<file path="config.mk">
export PLATFORM = sky130hd
export DESIGN_NAME = ide_channel_config_regs
export DESIGN_NICKNAME = d
export VERILOG_FILES = /design/src/shared/ide_cfg_pkg.sv /design/src/ide_setup_strobe.sv /design/src/ide_retry_watch.sv /design/src/ide_channel_config_regs.sv
export SDC_FILE = /design/constraint.sdc
export NUM_CORES = 1
export LEC_CHECK = 0
export BUFFER_PORTS_ARGS = -buffer_cell sky130_fd_sc_hd__buf_2
export CELL_PAD_IN_SITES_DETAIL_PLACEMENT = 1
export CELL_PAD_IN_SITES_GLOBAL_PLACEMENT = 1
export CORE_MARGIN = 5
export CORE_UTILIZATION = 41
export CTS_CLUSTER_DIAMETER = 200
export CTS_CLUSTER_SIZE = 28
export DETAILED_ROUTE_END_ITERATION = 7
export PLACE_DENSITY = 0.87
export SLEW_MARGIN = 20
export SYNTH_ARGS = -nofsm -noshare
export SYNTH_HDL_FRONTEND = slang
export SYNTH_SLANG_ARGS = --single-unit
</file>
<file path="constraint.sdc">
create_clock -name i_mclk -period 2.7 [get_ports i_mclk]
set_clock_uncertainty 0.15 [all_clocks]
set_input_delay 0.135 -clock i_mclk [delete_from_list [all_inputs] [get_ports i_mclk]]
set_output_delay 0.135 -clock i_mclk [all_outputs]
set_load 0.02 [all_outputs]
</file>
<file path="src/shared/ide_cfg_pkg.sv">
// constants for the ide channel config bank
// assumes config cycles and i/o requests arrive on the pci clock
package ide_cfg_pkg;
   localparam logic [7:0] OFS_CTRL_BASE = 8'h14;
   localparam logic [7:0] OFS_ZERO_A = 8'h18;
   localparam logic [7:0] OFS_ZERO_A2 = 8'h1C;
   localparam logic [7:0] OFS_BM_BASE = 8'h20;
   localparam logic [7:0] OFS_INT_LINE = 8'h3C;
   localparam logic [7:0] OFS_INT_PIN = 8'h3D;
   localparam logic [7:0] OFS_CHAN_CTRL = 8'h40;
   localparam logic [7:0] OFS_ZERO_B = 8'h44;
   localparam logic [7:0] OFS_SETUP = 8'h48;
   localparam logic [31:0] CBASE_FIXED = 32'h00000001;
   localparam logic [31:0] BBASE_FIXED = 32'h00000001;
   localparam logic [7:0] INT_LINE_RST = 8'h14;
   localparam logic [7:0] INT_PIN_VAL = 8'h01;
   localparam int CBASE_LO = 2;
   localparam int BBASE_LO = 4;
   localparam int BIT_RETRY = 13;
   localparam int BIT_PF_SLAVE = 10;
   localparam int BIT_POST4 = 9;
   localparam int BIT_PF_MASTER = 8;
   localparam int POST_LEN_LO = 4;
   localparam int PF_LEN_LO = 0;
   localparam int SU_SLAVE_LO = 4;
   localparam int SU_MASTER_LO = 0;
   localparam logic [3:0] SU_RST = 4'h3;
   localparam logic [2:0] DEPTH_ONE = 3'h1;
   localparam logic [2:0] DEPTH_FOUR = 3'h4;
   localparam logic [4:0] RETRY_CLOCKS = 5'h10;
   localparam logic [3:0] STROBE_CLOCKS = 4'h4;
   typedef enum logic [1:0] {
      IO_IDLE = 2'b00,
      IO_SETUP = 2'b01,
      IO_STROBE = 2'b10
   } io_state_t;
endpackage

</file>
<file path="src/ide_setup_strobe.sv">
// address set-up then drive strobe sequencer
// assumes a start pulse only while idle
`timescale 1ns/1ps
`default_nettype none
module ide_setup_strobe #(
   parameter logic [3:0] STROBE_LEN = ide_cfg_pkg::STROBE_CLOCKS
) (
   input wire logic i_mclk,
   input wire logic i_srst,
   input wire logic i_ce,
   input wire logic i_start,
   input wire logic i_write,
   input wire logic [3:0] i_setup,
   input wire logic i_abort,
   output logic o_addr_valid,
   output logic o_drive_read_strobe,
   output logic o_drive_write_strobe,
   output logic o_done
);
   import ide_cfg_pkg::*;
   typedef struct packed {
      io_state_t st;
      logic [3:0] cnt;
      logic wr;
      logic av;
      logic rd_s;
      logic wr_s;
      logic done;
   } ss_t;
   ss_t s_reg, s_next;
   always_comb begin
      s_next = s_reg;
      s_next.done = 1'b0;
      unique case (s_reg.st)
         IO_IDLE: begin
            if (i_start) begin
               s_next.st = IO_SETUP;
               s_next.cnt = i_setup;
               s_next.wr = i_write;
               s_next.av = 1'b1;
            end
         end
         IO_SETUP: begin
            if (s_reg.cnt == 4'h0) begin
               s_next.st = IO_STROBE;
               s_next.cnt = STROBE_LEN - 4'h1;
               s_next.rd_s = !s_reg.wr;
               s_next.wr_s = s_reg.wr;
            end else begin
               s_next.cnt = s_reg.cnt - 4'h1;
            end
         end
         IO_STROBE: begin
            if (s_reg.cnt == 4'h0) begin
               s_next = '0;
               s_next.done = 1'b1;
            end else begin
               s_next.cnt = s_reg.cnt - 4'h1;
            end
         end
         default: s_next = '0;
      endcase
      if (i_abort) begin
         s_next = '0;
      end
   end
   always_ff @(posedge i_mclk) begin
      if (i_srst) begin
         s_reg <= '0;
      end else if (i_ce) begin
         s_reg <= s_next;
      end
   end
   assign o_addr_valid = s_reg.av;
   assign o_drive_read_strobe = s_reg.rd_s;
   assign o_drive_write_strobe = s_reg.wr_s;
   assign o_done = s_reg.done;
   // helper: cycles of address valid before strobe
   logic [4:0] h_av;
   logic [3:0] h_su;
   always_ff @(posedge i_mclk) begin
      if (i_srst || !s_reg.av) begin
         h_av <= 5'h00;
      end else if (i_ce && s_reg.st == IO_SETUP) begin
         h_av <= h_av + 5'h01;
      end
      if (i_ce && i_start && s_reg.st == IO_IDLE) begin
         h_su <= i_setup;
      end
   end
endmodule
`default_nettype wire

</file>
<file path="src/ide_retry_watch.sv">
// watchdog that retries slow i/o accesses
// assumes i_busy stays high from start until completion
`timescale 1ns/1ps
`default_nettype none
module ide_retry_watch #(
   parameter logic [4:0] LIMIT = ide_cfg_pkg::RETRY_CLOCKS
) (
   input wire logic i_mclk,
   input wire logic i_srst,
   input wire logic i_ce,
   input wire logic i_busy,
   input wire logic i_enable,
   output logic o_retry
);
   import ide_cfg_pkg::*;
   typedef struct packed {
      logic [4:0] cnt;
      logic retry;
   } rw_t;
   rw_t r_reg, r_next;
   always_comb begin
      r_next = r_reg;
      r_next.retry = 1'b0;
      if (!i_busy || r_reg.retry) begin
         r_next.cnt = 5'h00;
      end else if (r_reg.cnt == LIMIT - 5'h01) begin
         r_next.retry = i_enable;
         r_next.cnt = 5'h00;
      end else begin
         r_next.cnt = r_reg.cnt + 5'h01;
      end
   end
   always_ff @(posedge i_mclk) begin
      if (i_srst) begin
         r_reg <= '0;
      end else if (i_ce) begin
         r_reg <= r_next;
      end
   end
   assign o_retry = r_reg.retry;
endmodule
`default_nettype wire

</file>
<file path="src/ide_channel_config_regs.sv">
// config register bank and pio timing for one ide channel
// assumes config and i/o requests come from logic on i_mclk
`timescale 1ns/1ps
`default_nettype none
module ide_channel_config_regs #(
   parameter logic [3:0] STROBE_LEN = ide_cfg_pkg::STROBE_CLOCKS,
   parameter logic [4:0] RETRY_LIMIT = ide_cfg_pkg::RETRY_CLOCKS
) (
   input wire logic i_mclk,
   input wire logic i_srst,
   input wire logic i_ce,
   input wire logic i_cfg_req,
   input wire logic i_cfg_wr,
   input wire logic [7:0] i_cfg_addr,
   input wire logic [3:0] i_cfg_be,
   input wire logic [31:0] i_cfg_wdata,
   output logic [31:0] o_cfg_rdata,
   output logic o_cfg_ack,
   input wire logic i_io_enable,
   input wire logic i_io_req,
   input wire logic i_io_slave,
   input wire logic i_io_write,
   output logic o_io_busy,
   output logic o_io_done,
   output logic o_io_retry,
   output logic o_addr_valid,
   output logic o_drive_read_strobe,
   output logic o_drive_write_strobe,
   output logic o_prefetch_master_en,
   output logic o_prefetch_slave_en,
   output logic [2:0] o_post_depth,
   output logic [2:0] o_write_burst_len,
   output logic [2:0] o_read_burst_len
);
   import ide_cfg_pkg::*;

   // ****************************************
   // state
   // ****************************************
   typedef struct packed {
      logic [15:CBASE_LO] cbase;
      logic [15:BBASE_LO] bbase;
      logic [7:0] iline;
      logic retry_en;
      logic pf_s;
      logic post4;
      logic pf_m;
      logic [1:0] plen;
      logic [1:0] flen;
      logic [3:0] su_s;
      logic [3:0] su_m;
      logic [31:0] rdata;
      logic ack;
      logic busy;
      logic start;
      logic wr;
      logic [3:0] su_sel;
      logic [2:0] depth;
      logic [2:0] wblen;
      logic [2:0] rblen;
   } st_t;
   st_t s_reg, s_next;

   logic sub_done;
   logic sub_retry;

   // ****************************************
   // helpers
   // ****************************************
   function automatic logic hit(input logic [7:0] a, input logic [7:0] ofs);
      hit = a[7:2] == ofs[7:2];
   endfunction

   function automatic logic [31:0] merge(input logic [31:0] old,
                                         input logic [31:0] nw,
                                         input logic [3:0] be);
      merge = old;
      for (int i = 0; i < 4; i++) begin
         if (be[i]) begin
            merge[8*i +: 8] = nw[8*i +: 8];
         end
      end
   endfunction

   // ****************************************
   // register views
   // ****************************************
   logic [31:0] v_cbase;
   logic [31:0] v_bbase;
   logic [31:0] v_int;
   logic [31:0] v_ctrl;
   logic [31:0] v_setup;
   always_comb begin
      v_cbase = CBASE_FIXED;
      v_cbase[15:CBASE_LO] = s_reg.cbase;
      v_bbase = BBASE_FIXED;
      v_bbase[15:BBASE_LO] = s_reg.bbase;
      v_int = {16'h0000, INT_PIN_VAL, s_reg.iline};
      v_ctrl = 32'h00000000;
      v_ctrl[BIT_RETRY] = s_reg.retry_en;
      v_ctrl[BIT_PF_SLAVE] = s_reg.pf_s;
      v_ctrl[BIT_POST4] = s_reg.post4;
      v_ctrl[BIT_PF_MASTER] = s_reg.pf_m;
      v_ctrl[POST_LEN_LO +: 2] = s_reg.plen;
      v_ctrl[PF_LEN_LO +: 2] = s_reg.flen;
      v_setup = {24'h000000, s_reg.su_s, s_reg.su_m};
   end

   // ****************************************
   // next state
   // ****************************************
   logic [31:0] m;
   always_comb begin
      s_next = s_reg;
      m = 32'h00000000;
      s_next.ack = 1'b0;
      s_next.start = 1'b0;
      if (i_cfg_req) begin
         s_next.ack = 1'b1;
         s_next.rdata = 32'h00000000;
         if (hit(i_cfg_addr, OFS_CTRL_BASE)) begin
            s_next.rdata = v_cbase;
         end
         if (hit(i_cfg_addr, OFS_BM_BASE)) begin
            s_next.rdata = v_bbase;
         end
         if (hit(i_cfg_addr, OFS_INT_LINE)) begin
            s_next.rdata = v_int;
         end
         if (hit(i_cfg_addr, OFS_CHAN_CTRL)) begin
            s_next.rdata = v_ctrl;
         end
         if (hit(i_cfg_addr, OFS_SETUP)) begin
            s_next.rdata = v_setup;
         end
      end
      if (i_cfg_req && i_cfg_wr) begin
         if (hit(i_cfg_addr, OFS_CTRL_BASE)) begin
            m = merge(v_cbase, i_cfg_wdata, i_cfg_be);
            s_next.cbase = m[15:CBASE_LO];
         end
         if (hit(i_cfg_addr, OFS_BM_BASE)) begin
            m = merge(v_bbase, i_cfg_wdata, i_cfg_be);
            s_next.bbase = m[15:BBASE_LO];
         end
         if (hit(i_cfg_addr, OFS_INT_LINE)) begin
            m = merge(v_int, i_cfg_wdata, i_cfg_be);
            s_next.iline = m[7:0];
         end
         if (hit(i_cfg_addr, OFS_CHAN_CTRL)) begin
            m = merge(v_ctrl, i_cfg_wdata, i_cfg_be);
            s_next.retry_en = m[BIT_RETRY];
            s_next.pf_s = m[BIT_PF_SLAVE];
            s_next.post4 = m[BIT_POST4];
            s_next.pf_m = m[BIT_PF_MASTER];
            s_next.plen = m[POST_LEN_LO +: 2];
            s_next.flen = m[PF_LEN_LO +: 2];
         end
         if (hit(i_cfg_addr, OFS_SETUP)) begin
            m = merge(v_setup, i_cfg_wdata, i_cfg_be);
            s_next.su_s = m[SU_SLAVE_LO +: 4];
            s_next.su_m = m[SU_MASTER_LO +: 4];
         end
      end
      s_next.depth = s_next.post4 ? DEPTH_FOUR : DEPTH_ONE;
      s_next.wblen = {1'b0, s_next.plen} + 3'h1;
      s_next.rblen = {1'b0, s_next.flen} + 3'h1;
      if (s_reg.busy && (sub_done || sub_retry)) begin
         s_next.busy = 1'b0;
      end
      if (!s_reg.busy && i_io_req && i_io_enable) begin
         s_next.busy = 1'b1;
         s_next.start = 1'b1;
         s_next.wr = i_io_write;
         s_next.su_sel = i_io_slave ? s_reg.su_s : s_reg.su_m;
      end
   end

   // ****************************************
   // registers
   // ****************************************
   always_ff @(posedge i_mclk) begin
      if (i_srst) begin
         s_reg <= '0;
         s_reg.iline <= INT_LINE_RST;
         s_reg.su_s <= SU_RST;
         s_reg.su_m <= SU_RST;
         s_reg.depth <= DEPTH_ONE;
         s_reg.wblen <= 3'h1;
         s_reg.rblen <= 3'h1;
      end else if (i_ce) begin
         s_reg <= s_next;
      end
   end

   // ****************************************
   // timing engines
   // ****************************************
   ide_setup_strobe #(
      .STROBE_LEN(STROBE_LEN)
   ) u_strobe (
      .i_mclk(i_mclk),
      .i_srst(i_srst),
      .i_ce(i_ce),
      .i_start(s_reg.start),
      .i_write(s_reg.wr),
      .i_setup(s_reg.su_sel),
      .i_abort(sub_retry),
      .o_addr_valid(o_addr_valid),
      .o_drive_read_strobe(o_drive_read_strobe),
      .o_drive_write_strobe(o_drive_write_strobe),
      .o_done(sub_done)
   );

   // the watchdog sees busy from the start pulse onward
   ide_retry_watch #(
      .LIMIT(RETRY_LIMIT)
   ) u_retry (
      .i_mclk(i_mclk),
      .i_srst(i_srst),
      .i_ce(i_ce),
      .i_busy(s_reg.busy),
      .i_enable(s_reg.retry_en),
      .o_retry(sub_retry)
   );

   assign o_cfg_rdata = s_reg.rdata;
   assign o_cfg_ack = s_reg.ack;
   assign o_io_busy = s_reg.busy;
   assign o_io_done = sub_done;
   assign o_io_retry = sub_retry;
   assign o_prefetch_master_en = s_reg.pf_m;
   assign o_prefetch_slave_en = s_reg.pf_s;
   assign o_post_depth = s_reg.depth;
   assign o_write_burst_len = s_reg.wblen;
   assign o_read_burst_len = s_reg.rblen;

   logic rd_ok;
   logic wr_ok;
   assign rd_ok = i_ce && i_cfg_req;
   assign wr_ok = i_ce && i_cfg_req && i_cfg_wr;

   // helper: cycles the current access has been busy
   // saturates so a very long access cannot wrap back onto the deadline
   logic [5:0] h_busy;
   always_ff @(posedge i_mclk) begin
      if (i_srst || !s_reg.busy) begin
         h_busy <= 6'h00;
      end else if (i_ce && h_busy != 6'h3F) begin
         h_busy <= h_busy + 6'h01;
      end
   end
endmodule
`default_nettype wire

</file>
== Word level (Yosys, flattened, before mapping) ==
Index checks and enable logic that the tools add are counted.
Word-level totals
  input port bits: 53
  bits in latches: 0
  ROM bits: 0
  memories: 0
  flip-flop bits (word level): 116
  output and inout bits: 50
  memory bits (writable): 0
Cells by class
  reduce and logical (&&, ||, !) cells: 25
  multiplexer cells: 32
  add/subtract/negate cells: 4
  eq/ne operators: 13
  multipliers: 0
  shift-type cells: 0
  $lt $le $gt $ge: 0
  div/mod/pow operators: 0
  bitwise gates (word level): 0
Operators with widths (number)
  $mux W32: 3
  $reduce_and A4 Y1: 10
  $mux W16: 2
  $mux W8: 3
  $pmux W6 S3: 1
  $mux W5: 3
  $mux W14: 1
  $eq A6 B4 Y1 const B: 2
  $eq A6 B5 Y1 const B: 2
  $mux W4: 3
  $mux W6: 2
  $pmux W2 S3: 2
  $mux W11: 1
  $mux W2: 4
  $reduce_and A2 Y1: 4
  $mux W7: 1
  $add A2 B1 Y3 const B: 2
  $eq A6 B3 Y1 const B: 1
  $ne A3 B1 Y1 const B: 2
  $add A5 B1 Y5 const B: 1
  $eq A5 B4 Y1 const B: 1
  $mux W1: 5
  $logic_and A1 B1 Y1: 4
  $logic_not A4 Y1: 1
  other kinds (10): 13

== Depth between registers and ports, before layout ==
  depth in word-level cells: 6
  depth in mapped cells: 7
  gate-level depth less buffers: 6

== By module ==
From an unflattened synthesis, not the netlist that was laid out.
Second synthesis, totals
  cells, all modules: 534
  area, all modules: 4936.0 um^2
Modules (own cells, without submodules)
  ide_channel_config_regs: area each 3858.7 um^2, cells each 420, instances 1
  ide_setup_strobe: area each 763.2 um^2, cells each 82, instances 1
  ide_retry_watch: area each 314.1 um^2, cells each 32, instances 1

== Worst setup path before layout ==
OpenSTA, ideal clock, no wires.
  kind: register to register
  from: register u_strobe.s_reg[9] in the netlist's numbering
  to: register u_strobe.s_reg[10] in the netlist's numbering
  setup time: 0.074 ns
  arrival: 1.793 ns
  slack: 0.682 ns
  cell stages (with the launch flop): 8
  required time: 2.476 ns
  cell sequence: dfxtp_1 -> inv_1 -> ha_1 -> nand2b_1 -> o21ai_0 -> clkbuf_1 -> or4b_2 -> a31oi_1
Between the ends
  longest elaborated chain between the ends: 3
RTL lines
  from (decl): line ide_setup_strobe.sv:30  | ss_t s_reg, s_next;
  from (signal assigned): line ide_setup_strobe.sv:71  | s_reg <= s_next;
  $eq A2 B1 Y1, or another cell as far along
  $ne A3 B1 Y1 (no line), or another cell as far along
  $reduce_and A4 Y1 (no line) or $mux W11 (tied branches)
Parallel ways exist; a longest one is shown, timed or not.
A chain may end at the register's enable or synchronous reset.

== Final worst setup path ==
  from: register u_strobe.s_reg[10] in the netlist's numbering
  to: register u_strobe.s_reg[10] in the netlist's numbering
Same word-level chain as after synthesis.

==> out/qor.txt <==
Status = finished clean
Setup TNS = 0 ps
Max reg flops = 53
Cell Rows = 39
Commonest non-fill, non-tap cell in the layout = dfxtp_1
Root Buffer = clkbuf_16
Syn_area_per_cell = 8.97 µm²
Ordered cell list for the critical path = inv_1, ha_1, nand2b_1, o21ai_0, or4b_2, a31oi_1
Multiplexer area fraction after synthesis = 0.121
CP max stage cell = or4b_2
Sequential fraction of design power = 0.491
Initial DRC count = 295
Max incr delay on CP = 730 ps
Post-synthesis simple-gate area fraction = 0.204
Sequential share of the synthesized area = 0.417
Number of global-route vias before repair = 4272
Logic pwr share = 0.081
WP data required = 2820 ps
Sw Ratio = 0.244
Routed length per instance = 18.4 µm
Post-route minimum period = 2320 ps
Detailed-route DRC error count = 0
RSZ-0062 raised after global routing = no
Most frequent cells in the layout = dfxtp_1 (98), nor2_1 (74), buf_2 (65), mux2i_1 (49), nand2_1 (24)
Vias/cell = 5.55
I/O Pins = 103
Layout area overhead = 15.2%
Fraction of layout instances using a drive strength above 1 = 0.193
Maximum VDD drop = 0.351 mV
Adder-cell area share of the yosys netlist = 0.0213
Clk slew on worst S/H paths = 60 ps
Power per cell area = 553 nW/µm²
Mapped Cells = 525
Die Y = 117 µm
Total CTS buffers = 9
Ys Warns = 0
Pins Over Slew Limit = 0
Setup violators final = 0
Number of flops mapped to enable cells by yosys = 0
Post-CTS Setup Inserts = 0
Gr usage total = 0.200
CTS tree = done
Die Area = 13700 µm²
Net Sw Power = 0.000733 W
Final Hold Viols = 0
Initial Util = 0.416
Final hold slack = 63.6 ps
Clk buf depth = 2
Synth Flop Type = dfxtp_1
First-pass GRT wire length = 21400 µm
Synthesized flop and latch total = 98
Yosys top cell area share = 0.417
Die Width = 117 µm
Post-Synth XOR/XNOR Area = 0
Overflow after GRT = 0
Inserted Diodes = 0
Crit path max fanout = 7
Synth Cell Area = 4710 µm²
GPL Wtd Cong = 0.782
H-Tree Level Count = 3
Placeable Area = 11300 µm²
Worst-margin pin slew = 785 ps
Asr flop ratio synth = 0
DR vias = 4034
TritonCTS Sinks = 98
Tightest Hold Check Type = in -> reg
# fillers = 1336
Maximum clock frequency = 432 MHz
Worst Path Class, Setup = reg -> reg
Max Cap Violations = 0
Library cells used by synthesis = 51
Nets@finish = 640
Synth Area in Compound Gates = 0.139
Crit path launch type = register
Worst slew margin = 0.471
Post-CTS sizing = 0
Worst EP arrival = 2440 ps
Post-DRT Antenna Nets = 0
Clk pwr share = 0.428
Pleak = 2.15 nW
Largest net degree at the start of global routing = 49
Final period util = 0.858
P_int = 0.00227 W
Initial antenna violation count = 1
Synth area leaders = dfxtp_1 (42%), mux2i_1 (10%), buf_4 (6.7%)
Clock Latency Late Sink = 350 ps
Largest family of logic cells by synthesized area = simple AND/OR/NAND/NOR gates
Post-detail-place hpwl = 9680 µm
DRT Pass-1 Iters = 5
Largest area contributor in the netlist = dfxtp_1
Crit. End Element = register
Port bufs = 65
DRT Wirelength = 13300 µm
Hold-fix buffers at CTS = 17
metal layers:
| layer | wire length (µm) | vias to the layer above | GRT usage | part of all wire |
|---|---|---|---|---|
| met3 | 633 | 23 | 0.0416 | 0.047 |
| li1 | - | 1922 | - | - |
| met5 | 7 | - | 0 | 0.00052 |
| met1 | 5560 | 1991 | 0.232 | 0.42 |
| met4 | 255 | 2 | 0.0818 | 0.019 |
| met2 | 6890 | 96 | 0.358 | 0.52 |
worst max-delay path, delay by kind of cell, from the launching register on:
family,cells,cell delay [ps]
and+or+nand+nor,2,840
buffers and inverters,1,120
AOI/OAI and AO/OA,2,450
DFF,1,410
adders and majority gates,1,270
synth_stat cells, types with 2 or more instances:
library cell / n
o21ai_0: 13
nand4_1: 4
o32ai_1: 2
a211o_1: 6
and3_1: 4
a31oi_1: 7
a22oi_1: 13
a211oi_1: 8
inv_1: 9
clkbuf_1: 21
ha_1: 8
nor2b_1: 8
o22ai_1: 6
nor4_1: 3
or4_1: 3
nor3_4: 2
buf_4: 42
mux2_2: 7
o21ai_1: 8
nand3b_1: 8
buf_1: 2
nand2_1: 24
nor3_2: 2
a21oi_1: 19
mux2i_1: 49
nor3_1: 11
or2_2: 4
a222oi_1: 2
a221oi_1: 7
nand3_1: 9
buf_2: 5
nor2_1: 74
or3_1: 6
and2_1: 7
nand2b_1: 6
o31ai_1: 2
a2111oi_0: 3
dfxtp_1: 98
final timing paths:
check	slack (ps)	cells after the start	start	endpoint
max reg2reg	380	6	u_strobe.s_reg[10]$_SDFFE_PP0P_	u_strobe.s_reg[10]$_SDFFE_PP0P_
max	380	6	u_strobe.s_reg[10]$_SDFFE_PP0P_	u_strobe.s_reg[10]$_SDFFE_PP0P_
min reg2reg	310	2	o_cfg_rdata[11]$_SDFFE_PP0P_	o_cfg_rdata[11]$_SDFFE_PP0P_
min	60	3	i_io_slave	s_reg[10]$_SDFFE_PP0P_
power by group through the flow:
stage	logic [W]	clock network (W)	registers [W]
2_1_floorplan	0.000162	0	0.00150
3_3_place_gp	0.000213	0	0.00150
3_5_place_dp	0.000221	0	0.00150
4_1_cts	0.000243	0.00131	0.00147
5_1_grt	0.000265	0.00137	0.00147
6_report	0.000243	0.00128	0.00147
final cells by class:
| cell class | instances | area, µm² | area share |
|---|---|---|---|
| Timing Repair Buffer | 97 | 608 | 0.112 |
| Sequential cell | 98 | 1960 | 0.362 |
| Tap cell | 143 | 179 | 0.0330 |
| Inverter | 9 | 33.8 | 0.00623 |
| Clock inverter | 6 | 65.1 | 0.0120 |
| Multi-Input combinational cell | 364 | 2350 | 0.433 |
| Clock buffer | 10 | 229 | 0.0422 |
cells by family after synthesis:
logic type	after synthesis
and+or+nand+nor	184
AOI/OAI and AO/OA	99
adders and majority gates	8
muxes	56
buffers and inverters	79
DFF	98
other	1
metrics by stage:
stage	instances	setup slack [ps]	power (W)	cell area, µm²	utilization
2_1_floorplan	541	682	0.00167	4770	-
3_3_place_gp	694	538	0.00172	4960	0.438
3_5_place_dp	694	406	0.00173	4960	0.438
4_1_cts	727	350	0.00303	5420	0.479
5_1_grt	727	217	0.00310	5420	0.479
6_report	727	384	0.00300	5420	0.479
Power figures use the tool's default switching activity.
